[src/logic/ectm_consts.svh]
// constants of the eight bit compare timer: offsets, bit positions, reset values
`ifndef ECTM_CONSTS_SVH
`define ECTM_CONSTS_SVH

// ==========================================================================
// bus widths
`define ECTM_ADDR_W       16
`define ECTM_DATA_W       8

// ==========================================================================
// register byte addresses
`define ECTM_OFF_CTRL0    16'hffa0
`define ECTM_OFF_STAT     16'hffa1
`define ECTM_OFF_CORA     16'hffa2
`define ECTM_OFF_CORB     16'hffa3
`define ECTM_OFF_CNT      16'hffa4
`define ECTM_OFF_CTRL1    16'hffa5
`define ECTM_OFF_IRQ_STAT 16'hffa6
`define ECTM_OFF_IRQ_MASK 16'hffa7

// ==========================================================================
// status and control field positions
`define ECTM_ST_FLAG_LO   5
`define ECTM_ST_FLAG_HI   7
`define ECTM_ST_OSB_HI    3
`define ECTM_ST_OSB_LO    2
`define ECTM_ST_OSA_HI    1
`define ECTM_ST_OSA_LO    0
`define ECTM_C0_IE_HI     7
`define ECTM_C0_IE_LO     5
`define ECTM_C0_CCLR_HI   4
`define ECTM_C0_CCLR_LO   3
`define ECTM_C0_CKS_TOP   2
`define ECTM_C0_CKS_MID   1
`define ECTM_C0_CKS_LO    0
`define ECTM_C1_TVEG_HI   4
`define ECTM_C1_TVEG_LO   3
`define ECTM_C1_TRIGGER_ENABLE      2
`define ECTM_C1_ICKS      0
`define ECTM_C1_WMASK     8'h1d
`define ECTM_NUM_EVT      3

// ==========================================================================
// reset values and counts
`define ECTM_RST_BYTE     8'h00
`define ECTM_RST_EVT      3'h0
`define ECTM_RST_OSEL     4'h0
`define ECTM_CNT_ONE      8'h01
`define ECTM_CNT_MAX      8'hff
`define ECTM_ICKS_TAP_OFS 3'h3
`define ECTM_CKS_OFF      2'h0

`endif

[src/logic/ectm_pkg.sv]
// shared types of the eight bit compare timer
`default_nettype none
`include "ectm_consts.svh"

package ectm_pkg;

  // ========================================================================
  // one register bus request as seen in a cycle
  typedef struct packed {
    logic [`ECTM_ADDR_W-1:0] addr;
    logic [`ECTM_DATA_W-1:0] wdata;
    logic                    wr;
    logic                    rd;
  } ectm_bus_req_t;

  // ========================================================================
  // output pin action on a compare match
  typedef enum logic [1:0] {
    OSEL_KEEP   = 2'b00,
    OSEL_LOW    = 2'b01,
    OSEL_HIGH   = 2'b10,
    OSEL_TOGGLE = 2'b11
  } ectm_osel_t;

  // counter clear condition
  typedef enum logic [1:0] {
    CCLR_NONE = 2'b00,
    CCLR_ON_A = 2'b01,
    CCLR_ON_B = 2'b10,
    CCLR_TRIG = 2'b11
  } ectm_cclr_t;

  // trigger pin edge
  typedef enum logic [1:0] {
    TEDGE_OFF  = 2'b00,
    TEDGE_RISE = 2'b01,
    TEDGE_FALL = 2'b10,
    TEDGE_BOTH = 2'b11
  } ectm_tedge_t;

endpackage : ectm_pkg
`default_nettype wire

[src/logic/ectm_prescaler.sv]
// free running prescaler giving one-cycle falling edge ticks of each stage
`default_nettype none
`timescale 1ns/1ps

module ectm_prescaler #(
  parameter int unsigned DIV_W = 7  // stages; stage i ticks every 2**(i+1) clocks
) (
  input  wire logic             clk_in,    // system clock
  input  wire logic             rst_n_in,  // async reset, active low
  output wire logic [DIV_W-1:0] tick_out   // one pulse per falling edge of each stage
);

  logic [DIV_W-1:0] div_reg;

  // ========================================================================
  // divider chain runs from reset on and is never stopped
  always_ff @(posedge clk_in or negedge rst_n_in) begin
    if (!rst_n_in) begin
      div_reg <= '0;
    end else begin
      div_reg <= div_reg + 1'b1;
    end
  end

  // stage i falls on the next edge when all lower bits and itself are one
  for (genvar i = 0; i < DIV_W; i++) begin : g_tap
    assign tick_out[i] = &div_reg[i:0];
  end

endmodule : ectm_prescaler
`default_nettype wire

[src/logic/ectm_timer.sv]
// eight bit compare timer with status flags, output pin and register port
// Notes on behaviour
// - compare B match sets its flag
// - compare A match sets its flag
// - counter overflow sets overflow flag
// - flag clears by read-while-set then write zero
// - B output select, 00 keeps pin
// - A output select, 00 keeps, 11 toggles
// - compare constant A readable and writable
// - compare against A on every count
// - eight bit up counter, one per edge
// - trigger edge select, 00 disables trigger
// - trigger enable gates counting to trigger edges
// - clock select 011 with internal gives /128
// - clear field 01 clears counter on A
// - A and B interrupt enables gate requests
// - overflow interrupt enable gates its request
`default_nettype none
`timescale 1ns/1ps
`include "ectm_consts.svh"

module ectm_timer #(
  parameter int unsigned DIV_W = 7  // prescaler stages, top stage is /128
) (
  input  wire logic                    clk_in,                // system clock, 200 MHz
  input  wire logic                    rst_n_in,              // async reset, active low
  input  wire logic [`ECTM_ADDR_W-1:0] bus_addr_in,           // register byte address
  input  wire logic [`ECTM_DATA_W-1:0] bus_wdata_in,          // write data
  input  wire logic                    bus_wr_in,             // write strobe
  input  wire logic                    bus_rd_in,             // read strobe
  output logic      [`ECTM_DATA_W-1:0] bus_rdata_out,         // read data, cycle after strobe
  input  wire logic                    trigger_input_pin_in,  // asynchronous trigger pin
  output logic                         timer_output_pin_out,  // compare driven pin
  output logic                         irq_out                // level interrupt
);

  // ========================================================================
  // bus request bundle and address decode
  ectm_pkg::ectm_bus_req_t req;
  assign req = '{addr: bus_addr_in, wdata: bus_wdata_in,
                 wr: bus_wr_in, rd: bus_rd_in};

  wire logic sel_ctrl0;
  wire logic sel_stat;
  wire logic sel_cora;
  wire logic sel_corb;
  wire logic sel_cnt;
  wire logic sel_ctrl1;
  wire logic sel_irqs;
  wire logic sel_irqm;
  assign sel_ctrl0 = (req.addr == `ECTM_OFF_CTRL0);
  assign sel_stat  = (req.addr == `ECTM_OFF_STAT);
  assign sel_cora  = (req.addr == `ECTM_OFF_CORA);
  assign sel_corb  = (req.addr == `ECTM_OFF_CORB);
  assign sel_cnt   = (req.addr == `ECTM_OFF_CNT);
  assign sel_ctrl1 = (req.addr == `ECTM_OFF_CTRL1);
  assign sel_irqs  = (req.addr == `ECTM_OFF_IRQ_STAT);
  assign sel_irqm  = (req.addr == `ECTM_OFF_IRQ_MASK);

  wire logic wr_stat;
  wire logic rd_stat;
  assign wr_stat = req.wr & sel_stat;
  assign rd_stat = req.rd & sel_stat;

  // ========================================================================
  // register state
  logic [`ECTM_DATA_W-1:0]  ctrl0_reg;      // timer_control_zero
  logic [`ECTM_DATA_W-1:0]  ctrl1_reg;      // timer_control_one
  logic [3:0]               osel_reg;       // output select fields of status
  logic [`ECTM_NUM_EVT-1:0] flag_reg;       // {compare_b, compare_a, overflow}
  logic [`ECTM_NUM_EVT-1:0] armed_reg;      // flag seen set by a status read
  logic [`ECTM_DATA_W-1:0]  cora_reg;       // compare_constant_a
  logic [`ECTM_DATA_W-1:0]  corb_reg;       // compare_constant_b
  logic [`ECTM_DATA_W-1:0]  cnt_reg;        // up_counter
  logic [`ECTM_NUM_EVT-1:0] irq_stat_reg;   // sticky interrupt status
  logic [`ECTM_NUM_EVT-1:0] irq_mask_reg;   // interrupt mask
  logic                     pin_reg;
  logic                     irq_reg;
  logic [`ECTM_DATA_W-1:0]  rdata_reg;
  logic                     trig_s1_reg;
  logic                     trig_s2_reg;
  logic                     trig_prev_reg;

  // ========================================================================
  // control fields
  wire logic [2:0] cks;
  wire logic       icks;
  assign cks  = ctrl0_reg[`ECTM_C0_CKS_TOP:`ECTM_C0_CKS_LO];
  assign icks = ctrl1_reg[`ECTM_C1_ICKS];

  ectm_pkg::ectm_cclr_t  cclr;
  ectm_pkg::ectm_tedge_t tedge;
  ectm_pkg::ectm_osel_t  osel_a;
  ectm_pkg::ectm_osel_t  osel_b;
  assign cclr   = ectm_pkg::ectm_cclr_t'(ctrl0_reg[`ECTM_C0_CCLR_HI:`ECTM_C0_CCLR_LO]);
  assign tedge  = ectm_pkg::ectm_tedge_t'(ctrl1_reg[`ECTM_C1_TVEG_HI:`ECTM_C1_TVEG_LO]);
  assign osel_a = ectm_pkg::ectm_osel_t'(osel_reg[`ECTM_ST_OSA_HI:`ECTM_ST_OSA_LO]);
  assign osel_b = ectm_pkg::ectm_osel_t'(osel_reg[`ECTM_ST_OSB_HI:`ECTM_ST_OSB_LO]);

  // ========================================================================
  // internal clock: prescaler taps, picked by the clock select code
  wire logic [DIV_W-1:0] pre_tick;

  ectm_prescaler #(
    .DIV_W (DIV_W)
  ) ectm_prescaler_i (
    .clk_in   (clk_in),
    .rst_n_in (rst_n_in),
    .tick_out (pre_tick)
  );

  // codes 001..011 pick a tap, internal select shifts three stages down;
  // code 000 and the 1xx codes leave the internal clock stopped
  wire logic       clk_run;
  wire logic [2:0] tap_idx;
  wire logic       clk_tick;
  assign clk_run  = ~cks[`ECTM_C0_CKS_TOP] &
                    (cks[`ECTM_C0_CKS_MID:`ECTM_C0_CKS_LO] != `ECTM_CKS_OFF);
  assign tap_idx  = {1'b0, cks[`ECTM_C0_CKS_MID:`ECTM_C0_CKS_LO]} +
                    (icks ? `ECTM_ICKS_TAP_OFS : 3'h0);
  assign clk_tick = clk_run & pre_tick[tap_idx];

  // ========================================================================
  // trigger pin: two flop synchroniser, edge detect on the second stage only
  always_ff @(posedge clk_in or negedge rst_n_in) begin
    if (!rst_n_in) begin
      trig_s1_reg   <= 1'b0;
      trig_s2_reg   <= 1'b0;
      trig_prev_reg <= 1'b0;
    end else begin
      trig_s1_reg   <= trigger_input_pin_in;
      trig_s2_reg   <= trig_s1_reg;
      trig_prev_reg <= trig_s2_reg;
    end
  end

  wire logic trig_rise;
  wire logic trig_fall;
  wire logic trig_edge;
  wire logic trig_mode;
  assign trig_rise = trig_s2_reg & ~trig_prev_reg;
  assign trig_fall = ~trig_s2_reg & trig_prev_reg;
  assign trig_edge = ((tedge == ectm_pkg::TEDGE_RISE) & trig_rise) |
                     ((tedge == ectm_pkg::TEDGE_FALL) & trig_fall) |
                     ((tedge == ectm_pkg::TEDGE_BOTH) & (trig_rise | trig_fall));
  // with the trigger enabled and an edge code other than 00, only selected pin edges step the counter
  assign trig_mode = ctrl1_reg[`ECTM_C1_TRIGGER_ENABLE] & (tedge != ectm_pkg::TEDGE_OFF);

  // ========================================================================
  // count step, compare matches and overflow
  wire logic count_tick;
  wire logic match_a;
  wire logic match_b;
  wire logic ovf_evt;
  wire logic cnt_clear;
  assign count_tick = trig_mode ? trig_edge : clk_tick;
  assign match_a    = count_tick & (cnt_reg == cora_reg);
  assign match_b    = count_tick & (cnt_reg == corb_reg);
  assign cnt_clear  = ((cclr == ectm_pkg::CCLR_ON_A) & match_a) |
                      ((cclr == ectm_pkg::CCLR_ON_B) & match_b) |
                      ((cclr == ectm_pkg::CCLR_TRIG) & trig_edge);
  // a clear at the top value is a clear, not an overflow
  assign ovf_evt    = count_tick & (cnt_reg == `ECTM_CNT_MAX) & ~cnt_clear;

  wire logic [`ECTM_NUM_EVT-1:0] evt;
  assign evt = {match_b, match_a, ovf_evt};

  // software load beats the clear, the clear beats the step
  wire logic [`ECTM_DATA_W-1:0] cnt_next;
  assign cnt_next = (req.wr & sel_cnt) ? req.wdata :
                    cnt_clear          ? `ECTM_RST_BYTE :
                    count_tick         ? cnt_reg + `ECTM_CNT_ONE :
                                         cnt_reg;

  // ========================================================================
  // status flags: armed by a read that sees them set, cleared by a later
  // write of zero; a new event in the clearing cycle keeps the flag set
  wire logic [`ECTM_NUM_EVT-1:0] flag_next;
  wire logic [`ECTM_NUM_EVT-1:0] armed_next;
  for (genvar i = 0; i < `ECTM_NUM_EVT; i++) begin : g_flag
    wire logic clr_hit;
    assign clr_hit = wr_stat & armed_reg[i] & ~req.wdata[`ECTM_ST_FLAG_LO + i];
    assign flag_next[i]  = evt[i] | (flag_reg[i] & ~clr_hit);
    assign armed_next[i] = rd_stat ? flag_reg[i] :
                           wr_stat ? 1'b0 : (armed_reg[i] & flag_reg[i]);
  end

  // ========================================================================
  // output pin action; A is applied after B so A wins a level conflict
  function automatic logic pin_act(input ectm_pkg::ectm_osel_t sel, input logic lvl);
    logic res;
    res = lvl;
    unique case (sel)
      ectm_pkg::OSEL_KEEP:   res = lvl;
      ectm_pkg::OSEL_LOW:    res = 1'b0;
      ectm_pkg::OSEL_HIGH:   res = 1'b1;
      ectm_pkg::OSEL_TOGGLE: res = ~lvl;
    endcase
    return res;
  endfunction : pin_act

  wire logic pin_after_b;
  wire logic pin_next;
  assign pin_after_b = match_b ? pin_act(osel_b, pin_reg) : pin_reg;
  assign pin_next    = match_a ? pin_act(osel_a, pin_after_b) : pin_after_b;

  // ========================================================================
  // interrupts: enables gate the raising, write one clears, set wins
  wire logic [`ECTM_NUM_EVT-1:0] irq_set;
  wire logic [`ECTM_NUM_EVT-1:0] irq_clr;
  wire logic [`ECTM_NUM_EVT-1:0] irq_stat_next;
  wire logic [`ECTM_NUM_EVT-1:0] irq_mask_next;
  assign irq_set       = evt & ctrl0_reg[`ECTM_C0_IE_HI:`ECTM_C0_IE_LO];
  assign irq_clr       = (req.wr & sel_irqs) ? req.wdata[`ECTM_NUM_EVT-1:0] : '0;
  assign irq_stat_next = irq_set | (irq_stat_reg & ~irq_clr);
  assign irq_mask_next = (req.wr & sel_irqm) ? req.wdata[`ECTM_NUM_EVT-1:0] : irq_mask_reg;

  // ========================================================================
  // read data; reserved bits and unmapped addresses read as zero
  wire logic [`ECTM_DATA_W-1:0] stat_view;
  wire logic [`ECTM_DATA_W-1:0] rd_mux;
  assign stat_view = {flag_reg, 1'b0, osel_reg};
  assign rd_mux = sel_ctrl0 ? ctrl0_reg :
                  sel_stat  ? stat_view :
                  sel_cora  ? cora_reg :
                  sel_corb  ? corb_reg :
                  sel_cnt   ? cnt_reg :
                  sel_ctrl1 ? ctrl1_reg :
                  sel_irqs  ? {5'h00, irq_stat_reg} :
                  sel_irqm  ? {5'h00, irq_mask_reg} :
                              `ECTM_RST_BYTE;

  // ========================================================================
  // software written registers
  always_ff @(posedge clk_in or negedge rst_n_in) begin
    if (!rst_n_in) begin
      ctrl0_reg <= `ECTM_RST_BYTE;
      ctrl1_reg <= `ECTM_RST_BYTE;
      osel_reg  <= `ECTM_RST_OSEL;
      cora_reg  <= `ECTM_RST_BYTE;
      corb_reg  <= `ECTM_RST_BYTE;
    end else begin
      if (req.wr & sel_ctrl0) begin
        ctrl0_reg <= req.wdata;
      end
      if (req.wr & sel_ctrl1) begin
        ctrl1_reg <= req.wdata & `ECTM_C1_WMASK;
      end
      if (wr_stat) begin
        osel_reg <= req.wdata[`ECTM_ST_OSB_HI:`ECTM_ST_OSA_LO];
      end
      if (req.wr & sel_cora) begin
        cora_reg <= req.wdata;
      end
      if (req.wr & sel_corb) begin
        corb_reg <= req.wdata;
      end
    end
  end

  // ========================================================================
  // counter, flags and interrupt state
  always_ff @(posedge clk_in or negedge rst_n_in) begin
    if (!rst_n_in) begin
      cnt_reg      <= `ECTM_RST_BYTE;
      flag_reg     <= `ECTM_RST_EVT;
      armed_reg    <= `ECTM_RST_EVT;
      irq_stat_reg <= `ECTM_RST_EVT;
      irq_mask_reg <= `ECTM_RST_EVT;
    end else begin
      cnt_reg      <= cnt_next;
      flag_reg     <= flag_next;
      armed_reg    <= armed_next;
      irq_stat_reg <= irq_stat_next;
      irq_mask_reg <= irq_mask_next;
    end
  end

  // ========================================================================
  // output flops; interrupt looks at next state so it follows its cause
  // in the same edge, and read data is held for exactly one cycle
  always_ff @(posedge clk_in or negedge rst_n_in) begin
    if (!rst_n_in) begin
      pin_reg   <= 1'b0;
      irq_reg   <= 1'b0;
      rdata_reg <= `ECTM_RST_BYTE;
    end else begin
      pin_reg   <= pin_next;
      irq_reg   <= |(irq_stat_next & irq_mask_next);
      rdata_reg <= req.rd ? rd_mux : `ECTM_RST_BYTE;
    end
  end

  assign timer_output_pin_out = pin_reg;
  assign irq_out              = irq_reg;
  assign bus_rdata_out        = rdata_reg;

endmodule : ectm_timer
`default_nettype wire

[config.mk]
export PLATFORM = sky130hd
export DESIGN_NAME = ectm_timer
export DESIGN_NICKNAME = d
export VERILOG_FILES = /design/src/logic/ectm_pkg.sv /design/src/logic/ectm_prescaler.sv /design/src/logic/ectm_timer.sv
export VERILOG_INCLUDE_DIRS = /design/src /design/src/logic
export SDC_FILE = /design/constraint.sdc
export NUM_CORES = 1
export LEC_CHECK = 0
export ABC_AREA = 0
export BUFFER_PORTS_ARGS = -buffer_cell sky130_fd_sc_hd__buf_2
export CAP_MARGIN = 10
export CORE_AREA = 5 5 95 97
export CTS_BUF_LIST = sky130_fd_sc_hd__clkbuf_4 sky130_fd_sc_hd__clkbuf_8 sky130_fd_sc_hd__clkbuf_16
export CTS_CLUSTER_SIZE = 40
export DETAILED_ROUTE_END_ITERATION = 8
export DIE_AREA = 0 0 100 102
export PLACE_DENSITY_LB_ADDON = 0.05
export SLEW_MARGIN = 20
export SYNTH_ARGS = -nofsm -noshare
export SYNTH_HDL_FRONTEND = slang
export SYNTH_SLANG_ARGS = --single-unit
[constraint.sdc]
create_clock -name clk_in -period 3.6 [get_ports clk_in]
set_input_delay 0.72 -clock clk_in [delete_from_list [all_inputs] [get_ports clk_in]]
set_output_delay 0.72 -clock clk_in [all_outputs]
set_load 0.05 [all_outputs]
**After elaboration in Yosys (flattened, before gate mapping)**

Cells that the tools add are included.
W data, S select, Z words.

- Bitwise logic cells: 61
- Reductions and logical operators: 12
- $lt $le $gt $ge: 1
- Equal/unequal tests: 23
- $add $sub $neg: 3
- Multiplexer cells: 28

Operator list:

| cell | number |
|---|---|
| $eq A16 B16 Y1 const B | 8 |
| $mux W8 | 9 |
| $and A1 B1 Y1 | 36 |
| $eq A2 B2 Y1 const B | 8 |
| $eq A8 B8 Y1 | 2 |
| $mux W3 | 4 |
| $not A1 Y1 | 12 |
| $mux W1 | 10 |
| $and A3 B3 Y3 | 3 |
| $add A8 B1 Y8 const B | 1 |
| $eq A2 B1 Y1 const B | 4 |
| $eq A8 B8 Y1 const B | 1 |
| $or A1 B1 Y1 | 8 |
| $pmux W1 S4 | 2 |
| $add A7 B1 Y7 const B | 1 |
| $reduce_and A7 Y1 | 1 |
| $reduce_and A6 Y1 | 1 |
| $mux W5 | 1 |
| $reduce_and A5 Y1 | 1 |
| $logic_not A2 Y1 | 2 |
| $lt A3 B4 Y1 const B | 1 |
| $reduce_and A4 Y1 | 1 |
| $reduce_bool A2 Y1 | 2 |
| $add A2 B2 Y3 | 1 |
| 8 further kinds | 8 |

- Input port bits: 29
- Output and inout bits: 10
- Logic and storage cells: 145
- Flip-flop bits (word level): 72

**Logic depth before layout (Yosys ltp)**

- Word-level depth: 16
- Gate-level depth with buffers: 11
- Gate-level depth less buffers: 10

**By module**

Synthesis repeated with hierarchy kept, for this count alone.

- Cells, all modules: 368
- Area total of the unflattened synthesis: 3956.3 µm²

By module, submodules not included:

| module | sequential area each (µm²) | cells each | area an instance (µm²) | times used |
|---|---|---|---|---|
| ectm_timer | 1626.6 | 346 | 3643.5 | 1 |
| ectm_prescaler | 175.2 | 22 | 312.8 | 1 |

**Worst setup path before layout**

OpenSTA, ideal clock, no wires.

- Path type: flip-flop to flip-flop
- From: register ctrl0_reg[0]
- To: register pin_reg, in the netlist timer_output_pin_out
- Data required time: 3506 ps
- Period minus slack after synthesis: 2730 ps
- Path buffers: 0
- Library setup time: 94 ps
- Cell stages (with the launch flop): 11
- Arrival: 2636 ps
- Slack: 870 ps
- Cells stage by stage: dfrtp_1 -> ha_1 -> inv_1 -> fa_1 -> mux2i_1 -> a2111oi_0 -> o21ai_0 -> a2bb2oi_1 -> nor3_1 -> a221oi_1 -> a211oi_1

- Longest elaborated chain between the ends: 10
- Elaborated cells between the ends (all ways): 13
- Classes of those cells: add/sub (1); mux (6); bitwise (5); reduce/logical (1)

Ends and longest elaborated chain:

| what | line | source |
|---|---|---|
| start, declared | ectm_timer.sv:67 | `` logic [`ECTM_DATA_W-1:0] ctrl0_reg; `` |
| start signal, assigned | ectm_timer.sv:237 | `` ctrl0_reg <= `ECTM_RST_BYTE; `` |
| start signal, assigned | ectm_timer.sv:244 | `ctrl0_reg <= req.wdata;` |
| $add A2 B2 Y3 | ectm_timer.sv:119 | `` assign tap_idx = {1'b0, cks[`ECTM_C0_CKS_MID:`ECTM_C0_CKS_LO]} + `` |
| $bmux W1 S3 | ectm_timer.sv:121 | `assign clk_tick = clk_run & pre_tick[tap_idx];` |
| $mux W1 (implied by the code) | ectm_timer.sv:121 |  |
| $and A1 B1 Y1 (*) | ectm_timer.sv:121 |  |
| $mux W1 (*) | ectm_timer.sv:156 | `assign count_tick = trig_mode ? trig_edge : clk_tick;` |
| $and A1 B1 Y1 | ectm_timer.sv:158 | `assign match_b = count_tick & (cnt_reg == corb_reg);` |
| $mux W1 | ectm_timer.sv:204 | `assign pin_after_b = match_b ? pin_act(osel_b, pin_reg) : pin_reg;` |
| $not A1 Y1 | ectm_timer.sv:197 | `ectm_pkg::OSEL_TOGGLE: res = ~lvl;` |
| $pmux W1 S4 | ectm_timer.sv:193 | `unique case (sel)` |
| $mux W1 (*) | ectm_timer.sv:205 | `assign pin_next = match_a ? pin_act(osel_a, pin_after_b) : pin_after_b;` |
| named net pin_next | ectm_timer.sv:203 | `wire logic pin_next;` |
| end signal, assigned | ectm_timer.sv:288 | `pin_reg <= pin_next;` |
| end, declared | ectm_timer.sv:77 | `logic pin_reg;` |

The timed path passes the listed nets; every way through them passes the cells marked *. The select of a mux whose other input is x is not followed.
A chain may end at the register's enable or synchronous reset.

**Worst setup path in the final report**

Ends and elaborated chain as after synthesis.

==> flow_summary.yaml <==
global_route:
  overflow: 0
  antenna_found_initial: 0
  grt_pass1_vias: 2993
  grt_util_all_layers_pct: 21.6
  grt_max_degree: 73
  grt_pass1_wl_microns: 16700
detailed_routing:
  routed_wl_microns: 10300
  vias_per_cell: 5.90
  wl_per_cell_microns: 20.1
  route.detailed.drc: 0
  detail-route-antenna-nets: 0
  drt-initial-drc-count: 229
  routed-via-count: 3022
  drt-pass1-iter-count: 4
sta:
  setup_tns_ns: 0
  period_minus_slack_ns: 3.26
  relSlewSlack_pct: 38.7
  drv_slew: 0
  min_period_over_period_pct: 90.6
  clock-skew-final_ns: 0.00830
  clock.fmax_mhz: 306
  hold_violations: 0
  setup_viol: 0
  rsz0062_at_grt: "false"
  worst_slew_pin_slew_ns: 0.920
floorplanning:
  io-pin-count: 39
  die_width_microns: 100
  dieHeight_microns: 102
  rows: 33
  design.core.area_sq_mm: 0.00805
  initial_core_util_pct: 49.1
  die_area_sq_mm: 0.0102
synthesis:
  netlist.area_leader.share_pct: 45.6
  postSynthAreaPerCell_sq_um: 10.8
  synthTopCellsByArea: "dfrtp_1, mux2_2, xnor2_1"
  synthCells: 366
  yosysUniqueCellTypes: 60
  async_reset_ff_share_pct: 100
  synth.largest_area_cell: "dfrtp_1"
  syn-cell-area_sq_mm: 0.00395
  ys.flop_type: "dfrtp_1"
  synth-edff-count: 0
  synth.most_common_cell: "dfrtp_1"
  ys_seq_area_share_pct: 45.6
  synth-seq-cells: 72
  yosysWarnings: 0
  syn_nets: 403
  netlist_top_cells_count: "dfrtp_1, mux2_2, nand2_1, xnor2_1"
clocking:
  cts_tree: "done"
  cts_buffer_depth: 2
  cts_max_level: 3
  post_cts_resized: 0
  cts_buffers: 9
  clk_latency_ns: 0.36
  cts-root-buf: "clkbuf_8"
  cts_setup_buffers: 0
  clock_sinks: 72
  clkTransAtPathRegs_ns: 0.08
  ctsHoldBuffers: 0
worst_setup_path:
  arrival_ns: 3.53
  crit_required_ns: 3.87
  critPathMaxFanout: 5
  start_kind: "register"
  worstSetupEndpointType: "register"
  critical_path_class: "register to register"
layout:
  area_delta_synth_final_pct: 13.3
  drive_gt1_share_pct: 25.6
  utilization_pct: 55.6
  antenna_cells: 0
  fillCellCount: 731
  design.final.nets: 439
place:
  place_congestion: 0.841
  place.detailed.hpwl_microns: 7560
  numPortBuffers: 38
power_and_ir_drop:
  ir_worst_vdd_mv: 0.155
  p_total_w: 0.00167
  p_leak_nw: 2.06
  power.density_mw_per_mm2: 373
job:
  cap_viol_max_count: 0
hold_path:
  min_path_type: "register to register"
run_status:
  status: "finished clean"
final cells by class:
class | instances | area [sq um] | area share, %
Clock inverter | 4 | 75.1 | 1.68
Clock buffer | 12 | 165 | 3.69
Inverter | 14 | 52.6 | 1.17
Timing Repair Buffer | 43 | 230 | 5.14
Multi-Input combinational cell | 262 | 2020 | 45.1
Tap cell | 105 | 131 | 2.93
Sequential cell | 72 | 1800 | 40.2
cells in the final DEF (no fill, tap or decap), types with 8 or more instances in the layout:
cell / netlist / final
xnor2_1: 20 / 20
dfrtp_1: 72 / 72
nand4_1: 14 / 14
clkbuf_8: 0 / 12
nand3_1: 13 / 13
nor3_1: 8 / 8
mux2_2: 30 / 30
nand2_1: 26 / 26
inv_1: 14 / 14
nor2_1: 12 / 12
o21ai_0: 10 / 10
a21oi_1: 10 / 10
buf_2: 4 / 37
routing by layer:
| layer | vias to the layer above | global-route usage, % | part of all wire (%) |
|---|---|---|---|
| li1 | 1425 | - | - |
| met4 | 0 | 7.36 | 1.2 |
| met1 | 1510 | 31.6 | 48 |
| met5 | - | 0 | 0 |
| met2 | 78 | 32.5 | 46 |
| met3 | 9 | 3.69 | 5.0 |
report_power, final:
part / leakage (nW) / switching [W] / internal, W
registers: 0.948 / 0.00000203 / 0.000810
clock network: 0.115 / 0.000321 / 0.000447
logic: 0.995 / 0.0000631 / 0.0000268
total: 2.06 / 0.000386 / 0.00128
stage by stage:
| step | worst slack (ns) | cells | hold WS, ns | instance area (sq um) |
|---|---|---|---|---|
| finish | 0.337 | 512 | 0.352 | 4480 |
| global route | 0.124 | 512 | 0.373 | 4480 |
| CTS | 0.326 | 512 | 0.355 | 4480 |
| detailed placement | 0.332 | 496 | 0.336 | 4240 |
| global placement | 0.455 | 496 | 0.333 | 4240 |
| floorplan | 0.870 | 366 | 0.331 | 3950 |
logic make-up after synthesis:
family	Yosys count	synth area share, %
XOR/XNOR	26	5.76
multiplexers	42	12.6
buffers and inverters	32	3.26
adder cells (fa/ha/maj)	8	2.72
flip-flops	72	45.6
AO/OA/AOI/OAI	77	14.0
AND/OR/NAND/NOR	109	16.1
path summary, 6_finish.rpt:
| check | startpoint | to | slack (ns) | cells after the start |
|---|---|---|---|---|
| max | ctrl0_reg[0] | timer_output_pin_out | 0.34 | 10 |
| min | trig_s1_reg | trig_s2_reg | 0.35 | 0 |
| max reg2reg | ctrl0_reg[0] | timer_output_pin_out | 0.34 | 10 |
| min reg2reg | trig_s1_reg | trig_s2_reg | 0.35 | 0 |
| max in group asynchronous | rst_n_in | ctrl0_reg[2] | 2.50 | 1 |
| min in group asynchronous | rst_n_in | ectm_prescaler_i.div_reg[0] | 0.47 | 1 |
worst max-delay path, stage by stage (launching register included):
cell	delay, ns
dfrtp_1	0.42
ha_1	0.20
inv_1	0.06
fa_1	0.47
mux2i_1	0.15
a2111oi_0	0.36
o21ai_0	0.22
a2bb2oi_1	0.21
nor3_1	0.66
a221oi_1	0.17
a211oi_1	0.24
Note: power is estimated with default switching activity, not from simulation.
